--- src/lpm_pkg.sv ---
/*
  lpm_pkg: constants, states and carrier structs for the low power mode controller.
  assumes one core clock; the analog monitor and the core sit outside.
*/
package lpm_pkg;
  localparam int unsigned CLK_MHZ = 100;
  localparam logic [7:0] ADDR_PWR_CTRL = 8'h00;
  localparam int unsigned BIT_POR = 6;
  localparam int unsigned BIT_WARN = 5;
  localparam int unsigned BIT_EPF = 3;
  localparam int unsigned BIT_STOP = 1;
  localparam int unsigned BIT_IDLE = 0;
  localparam logic [7:0] PWR_CTRL_RESET = 8'h00;
  localparam int unsigned IDLE_RESET_PERIODS = 24;
  localparam int unsigned STOP_START_CLOCKS = 21504;
  localparam int unsigned SHUT_STEP_CYCLES = 4;
  typedef enum {
    LPM_RUN, LPM_IDLE, LPM_STOP, LPM_RESET, LPM_START, LPM_SHUT_RST, LPM_SHUT_OSC, LPM_RETAIN
  } lpm_state_t;
  typedef struct packed {
    logic warn_below;
    logic min_below;
    logic li_below;
  } lpm_volt_t;
  typedef struct packed {
    logic cpu_clk_en;
    logic io_clk_en;
    logic wdt_clk_en;
    logic osc_en;
    logic cpu_rst;
    logic mem_ce_n;
    logic ale;
    logic program_store_strobe;
    logic p0_hiz;
    logic p2_addr;
    logic lithium_sel;
  } lpm_pins_t;
endpackage

--- src/lpm_ctrl.sv ---
/*
  lpm_ctrl: low power mode controller with the power control register.
  assumes the core raises wake_irq only for interrupts enabled before idle,
  and unlock_in while the timed access window is open.
*/
`timescale 1ns/100ps
module lpm_ctrl #(
  parameter int unsigned START_CLOCKS = lpm_pkg::STOP_START_CLOCKS
) (
  input wire logic clk_sys_in,
  input wire logic nrst_in,
  input wire logic [7:0] addr_in,
  input wire logic [7:0] wdata_in,
  input wire logic wr_in,
  input wire logic rd_in,
  output logic [7:0] rdata_out,
  input wire logic unlock_in,
  input wire logic wake_irq_in,
  input wire logic ext_rst_in,
  input wire logic wdt_rst_in,
  input wire logic expanded_mode_in,
  input wire lpm_pkg::lpm_volt_t volt_in,
  output logic pf_irq_out,
  output logic por_flag_out,
  output lpm_pkg::lpm_pins_t pins_out,
  output lpm_pkg::lpm_state_t state_out
);
  localparam int unsigned CW = $clog2(START_CLOCKS + 1);
  localparam logic [CW-1:0] START_LAST = CW'(START_CLOCKS - 1);
  localparam logic [CW-1:0] IDLE_RST_LAST = CW'(lpm_pkg::IDLE_RESET_PERIODS - 1);
  localparam logic [CW-1:0] SHUT_LAST = CW'(lpm_pkg::SHUT_STEP_CYCLES - 1);

  lpm_pkg::lpm_volt_t volt_s;
  lpm_pkg::lpm_state_t state_reg;
  logic [CW-1:0] cnt_reg;
  logic idle_reg;
  logic stop_reg;
  logic epf_reg;
  logic por_reg;
  logic warn_flag_reg;
  logic rst_sync1_reg;
  logic rst_sync2_reg;
  logic wdt_sync1_reg;
  logic wdt_sync2_reg;
  logic ext_rst;
  logic wdt_rst;
  logic reg_wr;
  logic reg_rd;
  logic any_rst;
  logic from_por_reg;

  lpm_sync #(.WIDTH(3)) u_sync (
    .clk_sys_in(clk_sys_in),
    .nrst_in(nrst_in),
    .async_in(volt_in),
    .sync_out(volt_s)
  );

  always_ff @(posedge clk_sys_in or negedge nrst_in) begin
    if (!nrst_in) begin
      rst_sync1_reg <= 1'b0;
      rst_sync2_reg <= 1'b0;
      wdt_sync1_reg <= 1'b0;
      wdt_sync2_reg <= 1'b0;
    end else begin
      rst_sync1_reg <= ext_rst_in;
      rst_sync2_reg <= rst_sync1_reg;
      wdt_sync1_reg <= wdt_rst_in;
      wdt_sync2_reg <= wdt_sync1_reg;
    end
  end

  // watchdog has no clock in stop, so its reset counts in every state except stop
  assign ext_rst = rst_sync2_reg;
  assign wdt_rst = wdt_sync2_reg && (state_reg != lpm_pkg::LPM_STOP);
  assign reg_wr = wr_in && (addr_in == lpm_pkg::ADDR_PWR_CTRL);
  assign reg_rd = rd_in && (addr_in == lpm_pkg::ADDR_PWR_CTRL);
  assign any_rst = ext_rst || wdt_rst;

  // mode sequencer
  always_ff @(posedge clk_sys_in or negedge nrst_in) begin
    if (!nrst_in) begin
      state_reg <= lpm_pkg::LPM_START;
      cnt_reg <= '0;
      from_por_reg <= 1'b1;
    end else if (volt_s.min_below && state_reg != lpm_pkg::LPM_SHUT_RST
                 && state_reg != lpm_pkg::LPM_SHUT_OSC
                 && state_reg != lpm_pkg::LPM_RETAIN) begin
      state_reg <= lpm_pkg::LPM_SHUT_RST;
      cnt_reg <= '0;
    end else begin
      unique case (state_reg)
        lpm_pkg::LPM_RUN: begin
          if (any_rst) begin
            state_reg <= lpm_pkg::LPM_RESET;
            cnt_reg <= '0;
          end else if (reg_wr && unlock_in && wdata_in[lpm_pkg::BIT_STOP]) begin
            state_reg <= lpm_pkg::LPM_STOP;
          end else if (reg_wr && wdata_in[lpm_pkg::BIT_IDLE]) begin
            state_reg <= lpm_pkg::LPM_IDLE;
          end
        end
        lpm_pkg::LPM_IDLE: begin
          if (any_rst) begin
            state_reg <= lpm_pkg::LPM_RESET;
            cnt_reg <= '0;
          end else if (wake_irq_in) begin
            state_reg <= lpm_pkg::LPM_RUN;
          end
        end
        lpm_pkg::LPM_STOP: begin
          if (ext_rst) begin
            state_reg <= lpm_pkg::LPM_START;
            cnt_reg <= '0;
            from_por_reg <= 1'b0;
          end
        end
        lpm_pkg::LPM_RESET: begin
          cnt_reg <= cnt_reg + 1'b1;
          if (cnt_reg == IDLE_RST_LAST) begin
            state_reg <= lpm_pkg::LPM_RUN;
          end
        end
        lpm_pkg::LPM_START: begin
          cnt_reg <= cnt_reg + 1'b1;
          if (cnt_reg == START_LAST) begin
            state_reg <= lpm_pkg::LPM_RUN;
          end
        end
        lpm_pkg::LPM_SHUT_RST: begin
          cnt_reg <= cnt_reg + 1'b1;
          if (cnt_reg == SHUT_LAST) begin
            state_reg <= lpm_pkg::LPM_SHUT_OSC;
            cnt_reg <= '0;
          end
        end
        lpm_pkg::LPM_SHUT_OSC: begin
          state_reg <= lpm_pkg::LPM_RETAIN;
        end
        lpm_pkg::LPM_RETAIN: begin
          if (!volt_s.min_below) begin
            state_reg <= lpm_pkg::LPM_START;
            cnt_reg <= '0;
            from_por_reg <= 1'b1;
          end
        end
      endcase
    end
  end

  // control bits; any reset path restores the reset values
  always_ff @(posedge clk_sys_in or negedge nrst_in) begin
    if (!nrst_in) begin
      idle_reg <= 1'b0;
      stop_reg <= 1'b0;
      epf_reg <= 1'b0;
    end else if (any_rst || state_reg == lpm_pkg::LPM_START
                 || state_reg == lpm_pkg::LPM_SHUT_RST) begin
      idle_reg <= 1'b0;
      stop_reg <= 1'b0;
      epf_reg <= 1'b0;
    end else begin
      if (state_reg == lpm_pkg::LPM_IDLE && wake_irq_in) begin
        idle_reg <= 1'b0;
      end else if (reg_wr && state_reg == lpm_pkg::LPM_RUN) begin
        idle_reg <= wdata_in[lpm_pkg::BIT_IDLE];
      end
      if (reg_wr && unlock_in && state_reg == lpm_pkg::LPM_RUN) begin
        stop_reg <= wdata_in[lpm_pkg::BIT_STOP];
      end
      if (reg_wr) begin
        epf_reg <= wdata_in[lpm_pkg::BIT_EPF];
      end
    end
  end

  // power-on indicator survives non power-on resets
  always_ff @(posedge clk_sys_in or negedge nrst_in) begin
    if (!nrst_in) begin
      por_reg <= 1'b0;
    end else if (state_reg == lpm_pkg::LPM_START && from_por_reg) begin
      por_reg <= 1'b0;
    end else if (reg_wr && unlock_in) begin
      por_reg <= wdata_in[lpm_pkg::BIT_POR];
    end
  end

  // set wins over the read clear, so a low supply re-sets at once
  always_ff @(posedge clk_sys_in or negedge nrst_in) begin
    if (!nrst_in) begin
      warn_flag_reg <= 1'b0;
    end else if (state_reg == lpm_pkg::LPM_START && from_por_reg) begin
      warn_flag_reg <= 1'b0;
    end else if (volt_s.warn_below) begin
      warn_flag_reg <= 1'b1;
    end else if (reg_rd) begin
      warn_flag_reg <= 1'b0;
    end
  end

  // unused bits and non-read cycles show the reset value
  always_ff @(posedge clk_sys_in or negedge nrst_in) begin
    if (!nrst_in) begin
      rdata_out <= lpm_pkg::PWR_CTRL_RESET;
    end else begin
      rdata_out <= lpm_pkg::PWR_CTRL_RESET;
      if (reg_rd) begin
        rdata_out[lpm_pkg::BIT_POR] <= por_reg;
        rdata_out[lpm_pkg::BIT_WARN] <= warn_flag_reg;
        rdata_out[lpm_pkg::BIT_EPF] <= epf_reg;
        rdata_out[lpm_pkg::BIT_STOP] <= stop_reg;
        rdata_out[lpm_pkg::BIT_IDLE] <= idle_reg;
      end
    end
  end

  assign pf_irq_out = warn_flag_reg && epf_reg;
  assign por_flag_out = por_reg;
  assign state_out = state_reg;

  always_comb begin
    pins_out = '0;
    pins_out.cpu_clk_en = (state_reg == lpm_pkg::LPM_RUN);
    pins_out.io_clk_en = (state_reg == lpm_pkg::LPM_RUN) || (state_reg == lpm_pkg::LPM_IDLE)
                         || (state_reg == lpm_pkg::LPM_RESET);
    pins_out.wdt_clk_en = pins_out.io_clk_en;
    pins_out.osc_en = (state_reg != lpm_pkg::LPM_STOP) && (state_reg != lpm_pkg::LPM_SHUT_OSC)
                      && (state_reg != lpm_pkg::LPM_RETAIN);
    pins_out.cpu_rst = (state_reg == lpm_pkg::LPM_RESET) || (state_reg == lpm_pkg::LPM_START)
                       || (state_reg == lpm_pkg::LPM_SHUT_RST)
                       || (state_reg == lpm_pkg::LPM_SHUT_OSC)
                       || (state_reg == lpm_pkg::LPM_RETAIN);
    pins_out.mem_ce_n = (state_reg == lpm_pkg::LPM_SHUT_OSC)
                        || (state_reg == lpm_pkg::LPM_RETAIN);
    pins_out.ale = (state_reg == lpm_pkg::LPM_IDLE) || (state_reg == lpm_pkg::LPM_STOP);
    pins_out.program_store_strobe = (state_reg == lpm_pkg::LPM_IDLE)
                                    || (state_reg == lpm_pkg::LPM_RUN);
    pins_out.p0_hiz = expanded_mode_in && ((state_reg == lpm_pkg::LPM_IDLE)
                      || (state_reg == lpm_pkg::LPM_STOP));
    pins_out.p2_addr = expanded_mode_in && (state_reg == lpm_pkg::LPM_IDLE);
    pins_out.lithium_sel = volt_s.li_below && (state_reg == lpm_pkg::LPM_RETAIN);
  end

  // flag and enable both set one edge after a low supply must raise the request
  a_warn_irq: assert property (@(posedge clk_sys_in) disable iff (!nrst_in)
    $past(volt_s.warn_below) && $past(state_reg) != lpm_pkg::LPM_START && epf_reg
    |-> pf_irq_out) else $error("irq missing with flag and enable set");
  a_warn_hold: assert property (@(posedge clk_sys_in) disable iff (!nrst_in)
    $past(warn_flag_reg) && !$past(reg_rd) && $past(state_reg) != lpm_pkg::LPM_START
    |-> warn_flag_reg) else $error("warning flag lost without read");
  a_warn_set: assert property (@(posedge clk_sys_in) disable iff (!nrst_in)
    volt_s.warn_below && !(state_reg == lpm_pkg::LPM_START && from_por_reg)
    |=> warn_flag_reg) else $error("flag not set when low");
  a_idle_wake: assert property (@(posedge clk_sys_in) disable iff (!nrst_in)
    state_reg == lpm_pkg::LPM_IDLE && wake_irq_in && !any_rst && !volt_s.min_below
    |=> state_reg == lpm_pkg::LPM_RUN && !idle_reg) else $error("idle wake failed");
  a_idle_rst_len: assert property (@(posedge clk_sys_in) disable iff (!nrst_in)
    $rose(state_reg == lpm_pkg::LPM_RESET) && !volt_s.min_below
    |-> (state_reg == lpm_pkg::LPM_RESET || volt_s.min_below) [*8])
    else $error("idle reset too short");
  a_stop_exit: assert property (@(posedge clk_sys_in) disable iff (!nrst_in)
    state_reg == lpm_pkg::LPM_STOP && !ext_rst && !volt_s.min_below
    |=> state_reg == lpm_pkg::LPM_STOP) else $error("stop left without reset");
  a_stop_osc: assert property (@(posedge clk_sys_in) disable iff (!nrst_in)
    state_reg == lpm_pkg::LPM_STOP |-> !pins_out.osc_en && !pins_out.wdt_clk_en
    && pins_out.ale && !pins_out.program_store_strobe) else $error("stop pins wrong");
  a_idle_clks: assert property (@(posedge clk_sys_in) disable iff (!nrst_in)
    state_reg == lpm_pkg::LPM_IDLE |-> !pins_out.cpu_clk_en && pins_out.io_clk_en
    && pins_out.program_store_strobe) else $error("idle clocks wrong");
  a_shut_order: assert property (@(posedge clk_sys_in) disable iff (!nrst_in)
    pins_out.mem_ce_n |-> pins_out.cpu_rst && !pins_out.osc_en)
    else $error("chip enable before reset");
  // only in run: start and shutdown legally clear stop_reg on their own, and a power-on start clears por_reg
  a_stop_lock: assert property (@(posedge clk_sys_in) disable iff (!nrst_in)
    state_reg == lpm_pkg::LPM_RUN && reg_wr && !unlock_in && !any_rst
    |=> $stable(stop_reg) && $stable(por_reg)) else $error("locked bit changed");

  c_idle_wake: cover property (@(posedge clk_sys_in) disable iff (!nrst_in)
    state_reg == lpm_pkg::LPM_IDLE ##1 state_reg == lpm_pkg::LPM_RUN);
  c_stop_exit: cover property (@(posedge clk_sys_in) disable iff (!nrst_in)
    state_reg == lpm_pkg::LPM_STOP ##1 state_reg == lpm_pkg::LPM_START);
  c_pf_irq: cover property (@(posedge clk_sys_in) disable iff (!nrst_in) $rose(pf_irq_out));
  c_retain: cover property (@(posedge clk_sys_in) disable iff (!nrst_in)
    state_reg == lpm_pkg::LPM_RETAIN);
endmodule

--- src/lpm_sync.sv ---
/*
  lpm_sync: two flop synchroniser for a group of level inputs.
  assumes the inputs are quasi-static against the core clock.
*/
`timescale 1ns/100ps
module lpm_sync #(
  parameter int unsigned WIDTH = 3
) (
  input wire logic clk_sys_in,
  input wire logic nrst_in,
  input wire logic [WIDTH-1:0] async_in,
  output logic [WIDTH-1:0] sync_out
);
  logic [WIDTH-1:0] meta_reg;
  always_ff @(posedge clk_sys_in or negedge nrst_in) begin
    if (!nrst_in) begin
      meta_reg <= '0;
      sync_out <= '0;
    end else begin
      meta_reg <= async_in;
      sync_out <= meta_reg;
    end
  end
endmodule

--- config.mk ---
export PLATFORM = sky130hd
export DESIGN_NAME = lpm_ctrl
export DESIGN_NICKNAME = d
export VERILOG_FILES = /design/src/lpm_pkg.sv /design/src/lpm_ctrl.sv /design/src/lpm_sync.sv
export SDC_FILE = /design/constraint.sdc
export NUM_CORES = 1
export LEC_CHECK = 0
export BUFFER_PORTS_ARGS = -buffer_cell sky130_fd_sc_hd__buf_2
export CAP_MARGIN = 20
export CORE_AREA = 2 2 71 73
export CTS_CLUSTER_DIAMETER = 40
export DETAILED_ROUTE_END_ITERATION = 12
export DIE_AREA = 0 0 73 75
export PLACE_DENSITY = 0.9
export SETUP_SLACK_MARGIN = 0.5
export SLEW_MARGIN = 20
export SYNTH_ARGS = -nofsm -noshare
export SYNTH_HDL_FRONTEND = slang
export SYNTH_HIERARCHICAL = 1
export SYNTH_SLANG_ARGS = --single-unit
--- constraint.sdc ---
create_clock -name clk_sys_in -period 2.8 [get_ports clk_sys_in]
set_clock_uncertainty 0.2 [all_clocks]
set_input_delay 0.28 -clock clk_sys_in [delete_from_list [all_inputs] [get_ports clk_sys_in]]
set_output_delay 0.28 -clock clk_sys_in [all_outputs]
set_load 0.02 [all_outputs]
==> results.md <==
- The final weighted congestion in routability-driven placement is 0.873.
- The count of max-cap constraint violations is 0.
- The kind of start point of the critical path is a flop.
- The count of buffers from port buffering is 44.
- The die is 75 microns tall.
- The count of pins on the block boundary is 81.
- In this run the static leakage power is 0.00130 uW.
- The predominant post-synthesis flop cell is dfrtp_1.
- The via count normalized by instance count is 5.61.
- The initial core utilization is 0.495.
- The final layout contains 335 nets.
- By startpoint and endpoint, the worst setup path is classified as reg2reg.
- The total setup violations reported at the end of the flow is 0.
- Synthesis produced 243 cells.
- From left edge to right edge, the die measures 73 microns.
- The register-to-register path setup slack is 0.44 ns.
- The post-layout minimum cycle time is 2.36 ns.
- In this run the deepest clock path goes through 2 buffers.
- For this design, the sink count on the clock tree is 39.
- The via count of the first global-routing pass is 1,669.
- The maximum number of pins on one net before global-route repair is 40.
- Yosys printed 6 warnings.
- The area growth from synthesis to layout is 18.7%.
- The element type at the critical path end is a flop.
- The antenna cell count is 0.
- The register with the most flip-flops in the layout has 15 of them.
- For the pin with the worst max-slew slack, the measured transition is 0.854 ns.
- The root buffer cell is clkbuf_8.
- Static timing analysis puts the maximum clock frequency at 0.423 GHz.
- For the worst setup path, the data arrival time is 2.35 ns.
- The worst voltage drop across the vdd grid is 357 uV.
- The end point of the critical path is state_out[1]$_DFFE_PN0P_.
- The synthesized area per cell is 9.49 sq um.
- The power density over cell area is 871 nW/um^2.
- The fraction of the cycle the final worst path needs is 0.843.
- The clock transition at the registers of the reported paths is 0.08 ns.
- The placement-stage cell area is 2400 sq um.
- The run finished with clean final reports.
- The number of register bits inferred by synthesis is 39.
- The share of final-layout standard cells stronger than drive strength 1 is 0.293.
- The latest clock arrival within the worst-skew pair is 0.30 ns.
- The number of nets with antenna violations after detailed routing is 0.
- Setup repair after global routing could not meet its margin everywhere.
- Among all stages on the critical path, the largest delay is contributed by or4_4.
- The design area is 2740 sq um.
- The floorplan has 25 rows.
- The number of filler instances in the final layout is 396.
- The largest fanout of any net on the critical path is 5.
- The global route total overflow is 0.
- The max-slew violation count is 0.
- Across every metal layer, demand over resource in global routing totals 0.179.
- At the worst endpoint, the required time is 2.79 ns.
- In the final timing run, aggregate negative setup slack is 0 ns.
- After detailed routing, the average wire length per cell comes to 14.1 microns.
- The worst hold-check slack is 0.0122 ns.
- The max-slew headroom at the worst pin is 0.431.
- The final-report hold violation count is 0.
- The critical path goes through or4_4 > nor4_4 > o22ai_2 > nor4_4 > mux2_4.
- The critical path starts at cnt_reg[7]$_DFFE_PN0P_.
- The synthesized netlist occupies a cell area of 2310 sq um.
- Yosys mapped a number of flops with a built-in enable equal to 0.
- The biggest cell delay along the critical path is 0.55 ns.
- The worst register-to-register path has a depth of 5.
- The floorplan step defined a die boundary enclosing 5480 sq um.
- The initial antenna violation count was 0.
- The total area inside the core boundary comes to 4660 sq um.
- The final routed wirelength across all metal layers is 5080 microns.
- The first-pass iteration count of the detailed router is 5.
- The min-delay analysis places its worst path in the category in2reg.
- The endpoint identified for the worst register-to-register timing path is state_out[1]$_DFFE_PN0P_.
- The final cell utilization of the core is 0.587.
- After detailed routing, the number of remaining DRC violations is 0.
- The wire length of the first global-routing pass is 7490 microns.
- The cell that appears most often on the critical path is nor4_4.
- For this block, the via count after detailed routing is 2,025.
- In the synthesized netlist the async set-or-reset flop fraction comes to 1.00.
- Including well taps, the total number of placed cells is 333.
- In this run the critical register-to-register path is launched from cnt_reg[7]$_DFFE_PN0P_.
- The first routing iteration left 288 violations.
- For this run, the number of standard cells in the final layout without fillers is 361.
- The sequential fraction of the synthesis area is 0.424.
- The sum of net half-perimeters after detailed placement is 3320 microns.
- Counting the buffers created by CTS gives 5.
- The distinct cell type count of the synthesized netlist is 50.
- The H-tree depth reported by CTS is 2.
- TritonCTS built the clock tree.
power by group:
group	switching [uW]	internal [uW]	leakage [uW]
Combinational	662	442	0.000736
Sequential	79.9	636	0.000503
Clock	208	355	0.0000644
through the flow:
step / power (uW) / setup WS, ns
finish: 2380 / 0.438
global placement: 1610 / 0.405
detailed placement: 1640 / 0.384
CTS: 2260 / 0.442
floorplan: 1500 / 0.525
global route: 2510 / 0.337
cells by family (layout without fill, tap and decap cells):
logic type,count (synthesis),in the layout,synth area share
xor gates and xnor gates,2,2,0.00760
muxes,6,6,0.0277
AOI/OAI and AO/OA,51,51,0.142
DFF,39,39,0.424
other,1,32,0.00163
and+or+nand+nor,91,91,0.233
buffers and inverters,52,85,0.159
adders and majority gates,1,1,0.00543
per-layer routing:
layer / wire (microns) / GRT usage / part of all wire
met5: 0 / 0 / 0
met2: 2610 / 0.301 / 0.51
met1: 1980 / 0.209 / 0.39
met4: 104 / 0.0864 / 0.020
met3: 390 / 0.0522 / 0.077
Yosys cell counts (all sizes together), types with 2 or more instances:
| cell type | number | share of area |
|---|---|---|
| nor3 | 2 | 0.0043 |
| buf | 38 | 0.13 |
| o31ai | 6 | 0.020 |
| nor4 | 7 | 0.032 |
| o22ai | 2 | 0.011 |
| dfstp | 2 | 0.023 |
| nand2 | 13 | 0.021 |
| a21o | 2 | 0.0065 |
| and2 | 8 | 0.022 |
| nor2 | 18 | 0.030 |
| mux2i | 3 | 0.013 |
| or4 | 8 | 0.028 |
| a31oi | 2 | 0.0054 |
| and3 | 7 | 0.020 |
| or3b | 2 | 0.0076 |
| a22o | 2 | 0.0076 |
| dfrtp | 37 | 0.40 |
| nand4 | 3 | 0.0081 |
| a21oi | 20 | 0.043 |
| o21ai | 9 | 0.020 |
| inv | 11 | 0.018 |
| o21a | 2 | 0.0065 |
| clkbuf | 3 | 0.014 |
| xnor2 | 2 | 0.0076 |
| mux2 | 3 | 0.015 |
| or3 | 6 | 0.018 |
| nand3 | 13 | 0.028 |
cell usage in the layout, fill, tap and decap left out, drive strengths merged, types with 3 or more instances in the layout:
cell type / Yosys / routed
mux2: 3 / 3
and3: 7 / 7
o21ai: 9 / 9
mux2i: 3 / 3
nand2: 13 / 13
nor2: 18 / 18
nor4: 7 / 7
o31ai: 6 / 6
conb: 1 / 32
or4: 8 / 8
inv: 11 / 11
and2: 8 / 8
clkbuf: 3 / 6
nand4: 3 / 3
dlygate4sd3: 0 / 6
or3: 6 / 6
buf: 38 / 59
a21oi: 20 / 20
nand3: 13 / 13
dfrtp: 37 / 37
critical path, delay by kind of cell (launching register included):
| kind | cells | cell delay, ns |
|---|---|---|
| DFF | 1 | 0.44 |
| muxes | 1 | 0.33 |
| and+or+nand+nor | 3 | 1.14 |
| AOI/OAI and AO/OA | 1 | 0.15 |
final cells by class:
type	count	area, sq um	area share
Inverter	11	41.3	0.0151
Multi-Input combinational cell	183	1110	0.407
Sequential cell	39	981	0.358
Clock inverter	3	67.6	0.0247
Tap cell	54	67.6	0.0247
Clock buffer	5	68.8	0.0251
Timing Repair Buffer	66	398	0.145
worst min path at each step:
stage / start / end / slack, ns / cells past startpoint
after detailed placement: u_sync/meta_reg[1]$_DFF_PN0_ / u_sync/sync_out[1]$_DFF_PN0_ / 0.13 / 0
after CTS: wake_irq_in / idle_reg$_DFFE_PN0P_ / 0.01 / 2
after global routing: wake_irq_in / idle_reg$_DFFE_PN0P_ / 0.01 / 2
final: wdata_in[3] / epf_reg$_DFFE_PN0P_ / 0.01 / 3
after floorplan: nrst_in / cnt_reg[0]$_DFFE_PN0P_ / -0.22 / 0
after global placement: rst_sync1_reg$_DFF_PN0_ / ext_rst$_DFF_PN0_ / 0.13 / 0
what timing repair did:
item	in CTS	in global routing
buffers inserted	5	9
hold buffers	6	0
endpoints found under the hold margin	42	0
setup endpoints to repair	14	14
gates resized for setup	4	6
pin swaps	0	7
Power figures use the tool's default switching activity.
